File: config.mk
export PLATFORM = sky130hd
export DESIGN_NAME = ptm_timer_pair
export DESIGN_NICKNAME = d
export VERILOG_FILES = /design/src/core/ptm_pkg.sv /design/src/core/ptm_prescaler.sv /design/src/core/ptm_timer_pair.sv
export SDC_FILE = /design/constraint.sdc
export NUM_CORES = 1
export LEC_CHECK = 0
export BUFFER_PORTS_ARGS = -buffer_cell sky130_fd_sc_hd__buf_4
export CAP_MARGIN = 20
export CORE_UTILIZATION = 45
export DETAILED_ROUTE_END_ITERATION = 8
export HOLD_SLACK_MARGIN = 0.08
export PLACE_DENSITY = 0.75
export SLEW_MARGIN = 20
export SYNTH_ARGS = -nofsm -noshare
export SYNTH_HDL_FRONTEND = slang
export SYNTH_SLANG_ARGS = --single-unit
File: constraint.sdc
create_clock -name CLK -period 3.4 [get_ports CLK]
set_input_delay 0.85 -clock CLK [delete_from_list [all_inputs] [get_ports CLK]]
set_output_delay 0.85 -clock CLK [all_outputs]
set_load 0.05 [all_outputs]
File: src/core/ptm_pkg.sv
/*
 * Shared constants, field layout and types of the paired timer.
 * Assumes a 32-bit APB slave port with a 12-bit byte address.
 */
package ptm_pkg;

    // ------------------------------------------------------------------
    // register indices (byte address is four times the index)
    // ------------------------------------------------------------------
    localparam logic [9:0] IDX_LO_COUNT  = 10'h106;
    localparam logic [9:0] IDX_HOLDING   = 10'h108;
    localparam logic [9:0] IDX_HI_COUNT  = 10'h10A;
    localparam logic [9:0] IDX_LO_PERIOD = 10'h10C;
    localparam logic [9:0] IDX_HI_PERIOD = 10'h10E;
    localparam logic [9:0] IDX_LO_CTRL   = 10'h110;
    localparam logic [9:0] IDX_HI_CTRL   = 10'h112;
    localparam logic [9:0] IDX_IRQ_STAT  = 10'h120;

    // ------------------------------------------------------------------
    // reset values, masks and count maximum
    // ------------------------------------------------------------------
    localparam logic [15:0] PERIOD_RST   = 16'hFFFF;
    localparam logic [15:0] CTRL_RST     = 16'h0000;
    localparam logic [15:0] COUNT_RST    = 16'h0000;
    localparam logic [15:0] CTRL_LO_MASK = 16'hA07A;
    localparam logic [15:0] CTRL_HI_MASK = 16'hA072;
    localparam logic [15:0] COUNT_MAX    = 16'hFFFF;

    // ------------------------------------------------------------------
    // field positions
    // ------------------------------------------------------------------
    localparam int BIT_ON       = 15;
    localparam int BIT_SIDL     = 13;
    localparam int BIT_GATE     = 6;
    localparam int BIT_PS       = 4;
    localparam int BIT_CASCADE  = 3;
    localparam int BIT_CS       = 1;
    localparam int BIT_FLAG_PR  = 0;
    localparam int BIT_FLAG_LO  = 1;
    localparam int BIT_EN_PR    = 8;
    localparam int BIT_EN_LO    = 9;

    // ------------------------------------------------------------------
    // prescale terminal counts
    // ------------------------------------------------------------------
    localparam logic [7:0] PS_LAST_1   = 8'h00;
    localparam logic [7:0] PS_LAST_8   = 8'h07;
    localparam logic [7:0] PS_LAST_64  = 8'h3F;
    localparam logic [7:0] PS_LAST_256 = 8'hFF;

    typedef struct packed {
        logic       on;
        logic       sidl;
        logic       gate;
        logic [1:0] ps;
        logic       cascade;
        logic       cs;
    } ptm_ctrl_s;

    function automatic ptm_ctrl_s ptm_fields(input logic [15:0] w);
        ptm_ctrl_s c;
        c.on      = w[BIT_ON];
        c.sidl    = w[BIT_SIDL];
        c.gate    = w[BIT_GATE];
        c.ps      = w[BIT_PS+1:BIT_PS];
        c.cascade = w[BIT_CASCADE];
        c.cs      = w[BIT_CS];
        return c;
    endfunction

    function automatic logic [7:0] ptm_ps_last(input logic [1:0] ps);
        case (ps)
            2'h0:    return PS_LAST_1;
            2'h1:    return PS_LAST_8;
            2'h2:    return PS_LAST_64;
            default: return PS_LAST_256;
        endcase
    endfunction

endpackage

File: src/core/ptm_prescaler.sv
/*
 * Clock prescaler of one timer half.
 * Assumes tick_in is a one-cycle enable in the system clock domain.
 */
`timescale 1ns/10ps
module ptm_prescaler
    import ptm_pkg::*;
#(
    parameter bit SYNC_OUT = 1'b1
) (
    input  wire logic       clk,
    input  wire logic       reset_n,
    input  wire logic       run,
    input  wire logic       clear,
    input  wire logic [1:0] ps,
    input  wire logic       tick_in,
    output logic            tick_out
);

    logic [7:0] cnt;
    logic       hit;

    assign hit = run & tick_in & (cnt == ptm_ps_last(ps));

    // counter halts while not running, so it keeps its value
    always_ff @(posedge clk) begin
        if (!reset_n || clear) begin
            cnt <= 8'h00;
        end else if (run && tick_in) begin
            cnt <= hit ? 8'h00 : cnt + 8'h01;
        end
    end

    // resynchronised output costs one cycle of latency
    generate
        if (SYNC_OUT) begin : g_sync
            logic tick_q;
            always_ff @(posedge clk) begin
                if (!reset_n) begin
                    tick_q <= 1'b0;
                end else begin
                    tick_q <= hit;
                end
            end
            assign tick_out = tick_q;
        end else begin : g_direct
            assign tick_out = hit;
        end
    endgenerate

endmodule

File: src/core/ptm_timer_pair.sv
/*
 * Timer pair: two 16-bit timers or one cascaded 32-bit timer/counter,
 * with an APB register slave, holding register and match events.
 * Assumes IDLE and SLEEP come from the core's power control, and the
 * external pins are synchronised here before use.
 */
// The APB register port was chosen for this implementation.
`timescale 1ns/10ps
module ptm_timer_pair
    import ptm_pkg::*;
#(
    parameter bit ADC_TRIG_EN = 1'b1
) (
    input  wire logic        CLK,
    input  wire logic        RESET_N,
    input  wire logic        PSEL,
    input  wire logic        PENABLE,
    input  wire logic        PWRITE,
    input  wire logic [11:0] PADDR,
    input  wire logic [31:0] PWDATA,
    output logic      [31:0] PRDATA,
    output logic             PREADY,
    output logic             PSLVERR,
    input  wire logic        EXT_PIN_LO,
    input  wire logic        EXT_PIN_HI,
    input  wire logic        IDLE,
    input  wire logic        SLEEP,
    output logic             ADC_TRIGGER,
    output logic             PAIR_IRQ,
    output logic      [15:0] TIMEBASE_LO,
    output logic      [15:0] TIMEBASE_HI
);

    // ------------------------------------------------------------------
    // state
    // ------------------------------------------------------------------
    logic [15:0] lo_count;
    logic [15:0] hi_count;
    logic [15:0] holding;
    logic [15:0] lo_period;
    logic [15:0] hi_period;
    logic [15:0] lo_ctrl;
    logic [15:0] hi_ctrl;
    logic [1:0]  flags;
    logic [1:0]  enables;
    logic        lo_on_q;
    logic        hi_on_q;
    logic [2:0]  pin_lo_s;
    logic [2:0]  pin_hi_s;

    function automatic logic [15:0] cnt_next(input logic [15:0] c,
                                             input logic [15:0] p);
        return (c == p) ? 16'h0000 : c + 16'h0001;
    endfunction

    // ------------------------------------------------------------------
    // bus decode
    // ------------------------------------------------------------------
    logic [9:0] idx;
    logic       setup;
    logic       wr;
    logic       rd_setup;
    logic       mapped;
    logic       wr_lo_cnt;
    logic       wr_hi_cnt;
    logic       wr_cnt;
    logic [15:0] wdata16;

    assign idx      = PADDR[11:2];
    assign setup    = PSEL & ~PENABLE;
    assign wr       = PSEL & PENABLE & PWRITE & PREADY;
    assign rd_setup = setup & ~PWRITE;
    assign wdata16  = PWDATA[15:0];
    assign wr_lo_cnt = wr & (idx == IDX_LO_COUNT);
    assign wr_hi_cnt = wr & (idx == IDX_HI_COUNT);
    assign wr_cnt    = wr_lo_cnt | wr_hi_cnt;

    always_comb begin
        case (idx)
            IDX_LO_COUNT, IDX_HOLDING, IDX_HI_COUNT, IDX_LO_PERIOD,
            IDX_HI_PERIOD, IDX_LO_CTRL, IDX_HI_CTRL,
            IDX_IRQ_STAT: mapped = 1'b1;
            default:      mapped = 1'b0;
        endcase
    end

    // ------------------------------------------------------------------
    // control decode
    // ------------------------------------------------------------------
    ptm_ctrl_s cl;
    ptm_ctrl_s ch;
    logic      cascade;
    logic      halt_lo;
    logic      halt_hi;
    logic      run_lo;
    logic      run_hi;
    logic      in_lo;
    logic      in_hi;
    logic      tick_lo;
    logic      tick_hi;
    logic      gate_lvl;
    logic      gate_fall_lo;
    logic      gate_fall_hi;
    logic      clr_lo;
    logic      clr_hi;
    logic [31:0] count32;
    logic [31:0] period32;
    logic      match32;
    logic      adc_ev;
    logic      ev_pair;
    logic      ev_lo;

    assign cl = ptm_fields(lo_ctrl);
    assign ch = ptm_fields(hi_ctrl);
    assign cascade = cl.cascade;

    assign halt_lo = SLEEP | (IDLE & cl.sidl);
    assign halt_hi = SLEEP | (IDLE & ch.sidl);
    assign run_lo  = cl.on & ~halt_lo;
    assign run_hi  = ~cascade & ch.on & ~halt_hi;

    // gate counts only while pin high
    assign gate_lvl = pin_lo_s[1];
    assign in_lo = cl.cs ? (pin_lo_s[1] & ~pin_lo_s[2])
                         : (cl.gate ? gate_lvl : 1'b1);
    // high half keeps its own modes
    assign in_hi = ch.cs ? (pin_hi_s[1] & ~pin_hi_s[2])
                         : (ch.gate ? pin_hi_s[1] : 1'b1);

    // gate fall ends accumulation, count kept
    assign gate_fall_lo = run_lo & cl.gate & ~cl.cs
                        & ~pin_lo_s[1] & pin_lo_s[2];
    assign gate_fall_hi = run_hi & ch.gate & ~ch.cs
                        & ~pin_hi_s[1] & pin_hi_s[2];

    // clear on count write or timer-on fall
    // a count write does not clear while the timer is off
    assign clr_lo = (wr_cnt & cl.on) | (lo_on_q & ~cl.on);
    assign clr_hi = (wr_cnt & ch.on) | (hi_on_q & ~ch.on);

    // low half is the lower word
    assign count32  = {hi_count, lo_count};
    assign period32 = {hi_period, lo_period};
    assign match32  = (count32 == period32);
    assign adc_ev   = ADC_TRIG_EN & cascade & tick_lo & match32;

    // 32-bit or high-half match or gate fall raises pair flag
    // cascaded events use the pair flag
    assign ev_pair = (cascade & tick_lo & match32)
                   | (cascade & gate_fall_lo)
                   | (~cascade & tick_hi & (hi_count == hi_period))
                   | (~cascade & gate_fall_hi);
    assign ev_lo   = ~cascade
                   & ((tick_lo & (lo_count == lo_period)) | gate_fall_lo);

    // ------------------------------------------------------------------
    // prescalers
    // ------------------------------------------------------------------
    // only the low half resynchronises
    ptm_prescaler #(
        .SYNC_OUT (1'b1)
    ) u_ps_lo (
        .clk      (CLK),
        .reset_n  (RESET_N),
        .run      (run_lo),
        .clear    (clr_lo),
        .ps       (cl.ps),
        .tick_in  (in_lo),
        .tick_out (tick_lo)
    );

    ptm_prescaler #(
        .SYNC_OUT (1'b0)
    ) u_ps_hi (
        .clk      (CLK),
        .reset_n  (RESET_N),
        .run      (run_hi),
        .clear    (clr_hi),
        .ps       (ch.ps),
        .tick_in  (in_hi),
        .tick_out (tick_hi)
    );

    // ------------------------------------------------------------------
    // pin synchronisers and edge history
    // ------------------------------------------------------------------
    always_ff @(posedge CLK) begin
        if (!RESET_N) begin
            pin_lo_s <= 3'h0;
            pin_hi_s <= 3'h0;
            lo_on_q  <= 1'b0;
            hi_on_q  <= 1'b0;
        end else begin
            pin_lo_s <= {pin_lo_s[1:0], EXT_PIN_LO};
            pin_hi_s <= {pin_hi_s[1:0], EXT_PIN_HI};
            lo_on_q  <= cl.on;
            hi_on_q  <= ch.on;
        end
    end

    // ------------------------------------------------------------------
    // counts
    // ------------------------------------------------------------------
    // control writes never reach the counts
    // cascaded count wraps at combined period
    always_ff @(posedge CLK) begin
        if (!RESET_N) begin
            lo_count <= COUNT_RST;
        end else if (wr_lo_cnt) begin
            lo_count <= wdata16;
        end else if (tick_lo) begin
            lo_count <= cascade ? (match32 ? 16'h0000 : lo_count + 16'h0001)
                                : cnt_next(lo_count, lo_period);
        end
    end

    // holding moves into high on low write in cascade only
    always_ff @(posedge CLK) begin
        if (!RESET_N) begin
            hi_count <= COUNT_RST;
        end else if (wr_lo_cnt && cascade) begin
            hi_count <= holding;
        end else if (wr_hi_cnt) begin
            hi_count <= wdata16;
        end else if (cascade && tick_lo) begin
            if (match32) begin
                hi_count <= 16'h0000;
            end else if (lo_count == COUNT_MAX) begin
                hi_count <= hi_count + 16'h0001;
            end
        end else if (!cascade && tick_hi) begin
            hi_count <= cnt_next(hi_count, hi_period);
        end
    end

    // low count read latches high count
    always_ff @(posedge CLK) begin
        if (!RESET_N) begin
            holding <= COUNT_RST;
        end else if (wr && idx == IDX_HOLDING) begin
            holding <= wdata16;
        end else if (rd_setup && idx == IDX_LO_COUNT) begin
            holding <= hi_count;
        end
    end

    // ------------------------------------------------------------------
    // configuration registers
    // ------------------------------------------------------------------
    // unimplemented control bits stay zero
    always_ff @(posedge CLK) begin
        if (!RESET_N) begin
            lo_period <= PERIOD_RST;
            hi_period <= PERIOD_RST;
            lo_ctrl   <= CTRL_RST;
            hi_ctrl   <= CTRL_RST;
        end else if (wr) begin
            if (idx == IDX_LO_PERIOD) lo_period <= wdata16;
            if (idx == IDX_HI_PERIOD) hi_period <= wdata16;
            if (idx == IDX_LO_CTRL)   lo_ctrl <= wdata16 & CTRL_LO_MASK;
            if (idx == IDX_HI_CTRL)   hi_ctrl <= wdata16 & CTRL_HI_MASK;
        end
    end

    // set wins over a software clear
    always_ff @(posedge CLK) begin
        if (!RESET_N) begin
            flags   <= 2'h0;
            enables <= 2'h0;
        end else begin
            if (wr && idx == IDX_IRQ_STAT) begin
                flags[0] <= ev_pair | (flags[0] & PWDATA[BIT_FLAG_PR]);
                flags[1] <= ev_lo | (flags[1] & PWDATA[BIT_FLAG_LO]);
                enables  <= {PWDATA[BIT_EN_LO], PWDATA[BIT_EN_PR]};
            end else begin
                flags <= flags | {ev_lo, ev_pair};
            end
        end
    end

    // ------------------------------------------------------------------
    // registered outputs
    // ------------------------------------------------------------------
    always_ff @(posedge CLK) begin
        if (!RESET_N) begin
            PRDATA  <= 32'h0000_0000;
            PREADY  <= 1'b0;
            PSLVERR <= 1'b0;
        end else begin
            PREADY  <= setup;
            PSLVERR <= setup & ~mapped;
            if (rd_setup) begin
                case (idx)
                    IDX_LO_COUNT:  PRDATA <= {16'h0000, lo_count};
                    IDX_HOLDING:   PRDATA <= {16'h0000, holding};
                    IDX_HI_COUNT:  PRDATA <= {16'h0000, hi_count};
                    IDX_LO_PERIOD: PRDATA <= {16'h0000, lo_period};
                    IDX_HI_PERIOD: PRDATA <= {16'h0000, hi_period};
                    IDX_LO_CTRL:   PRDATA <= {16'h0000, lo_ctrl};
                    IDX_HI_CTRL:   PRDATA <= {16'h0000, hi_ctrl};
                    IDX_IRQ_STAT:  PRDATA <= {22'h0, enables, 6'h0, flags};
                    default:       PRDATA <= 32'h0000_0000;
                endcase
            end
        end
    end

    // time bases for capture and compare
    // pair without trigger still drives these
    always_ff @(posedge CLK) begin
        if (!RESET_N) begin
            ADC_TRIGGER <= 1'b0;
            PAIR_IRQ    <= 1'b0;
            TIMEBASE_LO <= COUNT_RST;
            TIMEBASE_HI <= COUNT_RST;
        end else begin
            ADC_TRIGGER <= adc_ev;
            PAIR_IRQ    <= |(flags & enables);
            TIMEBASE_LO <= lo_count;
            TIMEBASE_HI <= hi_count;
        end
    end
endmodule
After elaboration in Yosys (flattened, before gate mapping)
Cells that the tools add are included.
{"block": "totals", "regBits": 190, "inputBits": 53, "out_inout_bits": 68, "elab_cells": 163}
{"block": "op_classes", "n_addsub": 4, "n_eq_ne": 19, "muxes": 25, "bitwise": 68, "reduce_logical": 24}
{"operator": "16-bit 2-to-1 mux", "count": 14}
{"operator": "16-bit one-hot mux with 8 select lines", "count": 1}
{"operator": "10-bit by 9-bit == test with 1-bit output (second input constant)", "count": 8}
{"operator": "8-bit one-hot mux with 3 select lines", "count": 2}
{"operator": "1-bit bitwise AND", "count": 41}
{"operator": "16-bit by 1-bit adder with 16-bit output (second input constant)", "count": 2}
{"operator": "16-bit == test", "count": 2}
{"operator": "32-bit == test", "count": 1}
{"operator": "8-bit by 1-bit adder with 8-bit output (second input constant)", "count": 2}
{"operator": "16-bit == test (second input constant)", "count": 1}
{"operator": "8-bit == test", "count": 2}
{"operator": "8-bit 2-to-1 mux", "count": 2}
{"operator": "1-bit NOT", "count": 14}
{"operator": "1-bit OR", "count": 11}
{"operator": "2-bit AND reduction", "count": 5}
{"operator": "1-bit logical AND", "count": 8}
{"operator": "8-bit OR reduction", "count": 1}
{"operator": "1-bit 2-to-1 mux", "count": 5}
{"operator": "5-bit by 4-bit inequality test with 1-bit output (second input constant)", "count": 1}
{"operator": "2-bit by 1-bit == test with 1-bit output (second input constant)", "count": 2}
{"operator": "2-bit == test (second input constant)", "count": 2}
{"operator": "2-bit logical NOT", "count": 2}
{"operator": "2-bit nonzero test", "count": 2}
{"operator": "4-bit nonzero test", "count": 1}
{"operator": "6 further kinds", "count": 8}

Logic depth before layout (Yosys ltp)
{"block": "depth", "depth_word": 14, "ltp_mapped": 10, "ltp_nobuf": 8}

Hierarchy
Synthesis repeated with hierarchy kept, for this count alone.
{"block": "hier_totals", "cells_unflattened": 1028, "hier_area_um2": 8727.1}
{"mod": "ptm_timer_pair", "n_inst": 1, "cells_each": 923, "area_per_inst_um2": 7820.0, "seq_area_each_um2": 3143.0}
{"mod": "ptm_prescaler (u_ps_lo)", "n_inst": 1, "cells_each": 52, "area_per_inst_um2": 459.2, "seq_area_each_um2": 180.2}
{"mod": "ptm_prescaler (u_ps_hi)", "n_inst": 1, "cells_each": 53, "area_per_inst_um2": 447.9, "seq_area_each_um2": 160.2}

Worst setup path before layout
OpenSTA, ideal clock, no wires.
{"block": "synth_path", "path_type": "input to register", "from": "input port PADDR[3]", "to": "register hi_count[10]", "setup_time_ns": 0.126, "arrival_time_ns": 2.513, "t_required_ns": 3.274, "setup_slack_ns": 0.761, "cell_stages": 9, "n_path_buf": 2, "cell_sequence": "nor4bb_2 and2_4 and4_4 buf_6 or2_1 buf_2 nor4_4 nand2b_4 o22ai_1"}
{"block": "synth_between", "elab_chain_cells": 5, "elab_cells_between_ends": 10, "classes_between": "3 x eq/ne; 2 x mux; 2 x bitwise; 3 x reduce/logical"}
{"item": "from (decl)", "line": "ptm_timer_pair.sv:19", "text": "input wire logic [11:0] PADDR,"}
{"item": "10-bit by 9-bit == test with 1-bit output", "line": "ptm_timer_pair.sv:74", "text": "assign wr_lo_cnt = wr & (idx == IDX_LO_COUNT);"}
{"item": "1-bit bitwise AND", "line": "ptm_timer_pair.sv:74"}
{"item": "1-bit logical AND", "line": "ptm_timer_pair.sv:221", "text": "end else if (wr_lo_cnt && cascade) begin"}
{"item": "5-bit by 4-bit inequality test with 1-bit output (no line) or 4-bit nonzero test (tied branches)"}
{"item": "2-bit AND reduction (no line)"}
{"item": "to (signal assigned)", "line": "ptm_timer_pair.sv:222", "text": "hi_count <= holding;"}
{"item": "to (signal assigned)", "line": "ptm_timer_pair.sv:224", "text": "hi_count <= wdata16;"}
{"item": "to (signal assigned)", "line": "ptm_timer_pair.sv:229", "text": "hi_count <= hi_count + 16'h0001;"}
{"item": "to (decl)", "line": "ptm_timer_pair.sv:38", "text": "logic [15:0] hi_count;"}
Several ways; a longest one is shown, not always the timed one.
A chain may end at the register's enable or synchronous reset.

Worst setup path after layout
{"block": "layout_path", "from": "input port PADDR[10]", "to": "register hi_count[14]"}
Same word-level chain as after synthesis.

==> metrics.csv <==
stage,metric,value,unit
worst_setup_path,Critical Path AT,3.15,ns
cts,# clock sinks,174,
worst_setup_path,CP Cell Sequence,buf_4 > nor4bb_2 > and2_4 > and4_4 > or2_1 > nor4_4 > nand2b_4 > o22ai_1,
cells_and_area,diode count,0,
cells_and_area,share of cells above drive strength 1,16.3,%
worst_setup_path,Worst path max stage delay,0.86,ns
place,Buffers on Ports,86,
hold_path,hold crit path type,reg -> reg,
routing,Residual DRC,0,
timing,RSZ-0062 raised after global routing,false,
cts,Post-CTS Resized,0,
logic_synthesis,Yosys cell types,66,
power,power per cell area,442,nW/µm²
cts,clock latency on the worst-skew pair,0.43,ns
cts,CTS hold repair buffers,0,
cts,TritonCTS clock tree,yes,
cells_and_area,Nets,1127,
logic_synthesis,"Warnings, synthesis",0,
timing,crit path time final,2.83,ns
worst_setup_path,Critical Path Source Type,primary input,
timing,Post-Route Setup TNS,0,ns
logic_synthesis,"EDFF count, synth",0,
logic_synthesis,synthesized cell area,8510,µm²
global_route,GRT Util Overall,27.3,%
floorplanning,IO Pins,121,
power,Pwr Total,4380,µW
timing,worst setup margin,0.566,ns
power,maximum VDD drop,0.257,mV
global_route,aggregate global routing overflow,0,
routing,Post-Route WL,26500,µm
worst_setup_path,CP Max Fanout,19,
worst_setup_path,"Req. time, crit path",3.71,ns
routing,1st-iter DRT viols,902,
cells_and_area,Layout Area Growth over Synthesis,16.5,%
routing,wire per inst,20.2,µm
worst_setup_path,Setup CP Type,in -> reg,
worst_setup_path,"delay-heaviest family, CP",simple AND/OR/NAND/NOR gates,
global_route,largest net degree at the start of global routing,70,
global_route,vias in the first global route,7293,
timing,Finish-stage setup viols,0,
floorplanning,initial core utilization,46.6,%
routing,via/cell ratio,6.10,
cells_and_area,fin util,54.3,%
floorplanning,full die area,19500,µm²
worst_setup_path,crit path capture type,register,
routing,Pre-antenna DRT Iters,7,
timing,Fmax,353,MHz
place,dpl ws,0.203,ns
floorplanning,Row Count,49,
cts,H-Tree Depth,4,
global_route,antenna violations before repair,0,
logic_synthesis,"Avg Cell Area, Syn",8.39,µm²
cts,cts bufs inserted,17,
cells_and_area,"most common cell after layout, fill and taps aside",dfxtp_1,
global_route,first-pass GRT wire length,40800,µm
worst_setup_path,"Buf+Inv Stages, Crit Path",1,
cts,Clock transition at path regs,0.06,ns
place,routability congestion estimate,0.989,
logic_synthesis,post-synthesis sequential area ratio,40.9,%
timing,slew margin rel.,32.3,%
logic_synthesis,ys async rst share,0,%
timing,Final Hold Viols,0,
job,max-cap viol count,0,
worst_setup_path,"Slowest-stage cell, CP",nor4_4,
place,hpwl dp,18600,µm
timing,Worst Skew,0.0122,ns
logic_synthesis,Synth Flop Type,dfxtp_1,
timing,Tcrit/Tclk final,83.3,%
logic_synthesis,Cells after Synth,1014,
logic_synthesis,Synth Register Bits,174,
cts,clock tree buffer depth,2,
floorplanning,Die X,140,µm
timing,Worst-Margin Slew,1.01,ns
cells_and_area,most frequent cells in the layout,"dfxtp_1 (174), buf_4 (121), nand2_1 (116)",
run_status,status,"complete, no violations",
cts,Root Buffer,clkbuf_16,
routing,total number of vias,8006,
floorplanning,core box area,18300,µm²
floorplanning,Die H,140,µm
routing,Detail Route Antenna Nets,0,
timing,Max Transition Viols Final,0,
cts,post-CTS setup buffer count,0,
power,static leakage,0.00414,µW
## stage by stage
stage	std cells	cell area (µm²)	hold WS [ns]
3_3_place_gp	1280	9290	0.422
6_report	1312	9920	0.438
2_1_floorplan	1029	8560	0.412
4_1_cts	1312	9920	0.440
5_1_grt	1312	9920	0.455
3_5_place_dp	1280	9290	0.420
## path summary, 6_finish.rpt
| check | from | endpoint | slack, ns | cells after the start |
|---|---|---|---|---|
| worst max-delay path | PADDR[10] | hi_count[14] | 0.57 | 8 |
| worst min-delay path | pin_lo_s[0] | pin_lo_s[1] | 0.44 | 1 |
| worst max register to register | hi_count[12] | hi_count[13] | 0.58 | 7 |
| worst min register to register | pin_lo_s[0] | pin_lo_s[1] | 0.44 | 1 |
## layer usage
metal / up-vias / part of all wire [%] / GRT usage (%)
met2: 475 / 46 / 43.2
met3: 83 / 10 / 7.16
met5: - / 0 / 0
met1: 3772 / 40 / 34.9
met4: 0 / 3.8 / 11.9
li1: 3676 / - / -
## power by group
group,total [µW],switching (µW),internal (µW)
combinational,262,189,73.0
sequential,2060,6.69,2050
clock,2060,808,1250
## sequential cells by signal (all words and copies together) (netlist names), 3 cells and up
| register | cells |
|---|---|
| u_ps_lo.cnt | 8 |
| TIMEBASE_HI | 16 |
| pin_lo_s | 3 |
| holding | 16 |
| hi_count | 16 |
| PRDATA | 16 |
| hi_ctrl | 6 |
| lo_period | 16 |
| pin_hi_s | 3 |
| lo_count | 16 |
| hi_period | 16 |
| lo_ctrl | 7 |
| TIMEBASE_LO | 16 |
| u_ps_hi.cnt | 8 |
## logic make-up (layout without fill, tap and decap cells)
logic type	after synthesis	in the layout	synth area share [%]
buffers and inverters	114	168	6.31
AND/OR/NAND/NOR	421	421	24.7
AO/OA/AOI/OAI	193	193	15.7
adder cells (fa/ha/maj)	4	4	0.588
flip-flops	174	174	40.9
XOR/XNOR	62	62	6.38
other	1	16	0.0441
multiplexers	45	45	5.40
## synth_stat cells, drive strengths merged, types with 4 or more instances
cell | instances | area share, %
dfxtp | 174 | 41
nand2 | 116 | 5.1
nor2 | 96 | 4.2
nand3 | 74 | 4.4
a21oi | 52 | 3.1
clkbuf | 52 | 2.3
xor2 | 49 | 5.0
buf | 47 | 3.3
mux2i | 38 | 4.5
and2 | 35 | 2.6
a211oi | 28 | 2.7
and3 | 26 | 1.9
o21ai | 26 | 1.5
a221oi | 22 | 2.3
nand4 | 17 | 1.2
nor4 | 15 | 1.5
inv | 14 | 0.62
o22ai | 13 | 0.96
xnor2 | 13 | 1.3
nor3 | 10 | 0.65
o31ai | 10 | 0.88
a222oi | 9 | 1.1
a31oi | 9 | 0.66
nor2b | 8 | 0.59
mux2 | 7 | 0.93
a22oi | 6 | 0.53
and4 | 5 | 0.54
and4b | 5 | 0.59
ha | 4 | 0.59
## final cells by class
type	instances	area, µm²
tap	229	287
multi-input combinational	741	4550
clock buffer	22	494
fill	1701	8350
sequential	174	3480
clock inverter	10	133
inverter	15	56.3
timing repair buffer	121	908
No activity file was read; power rests on OpenSTA's default activity.
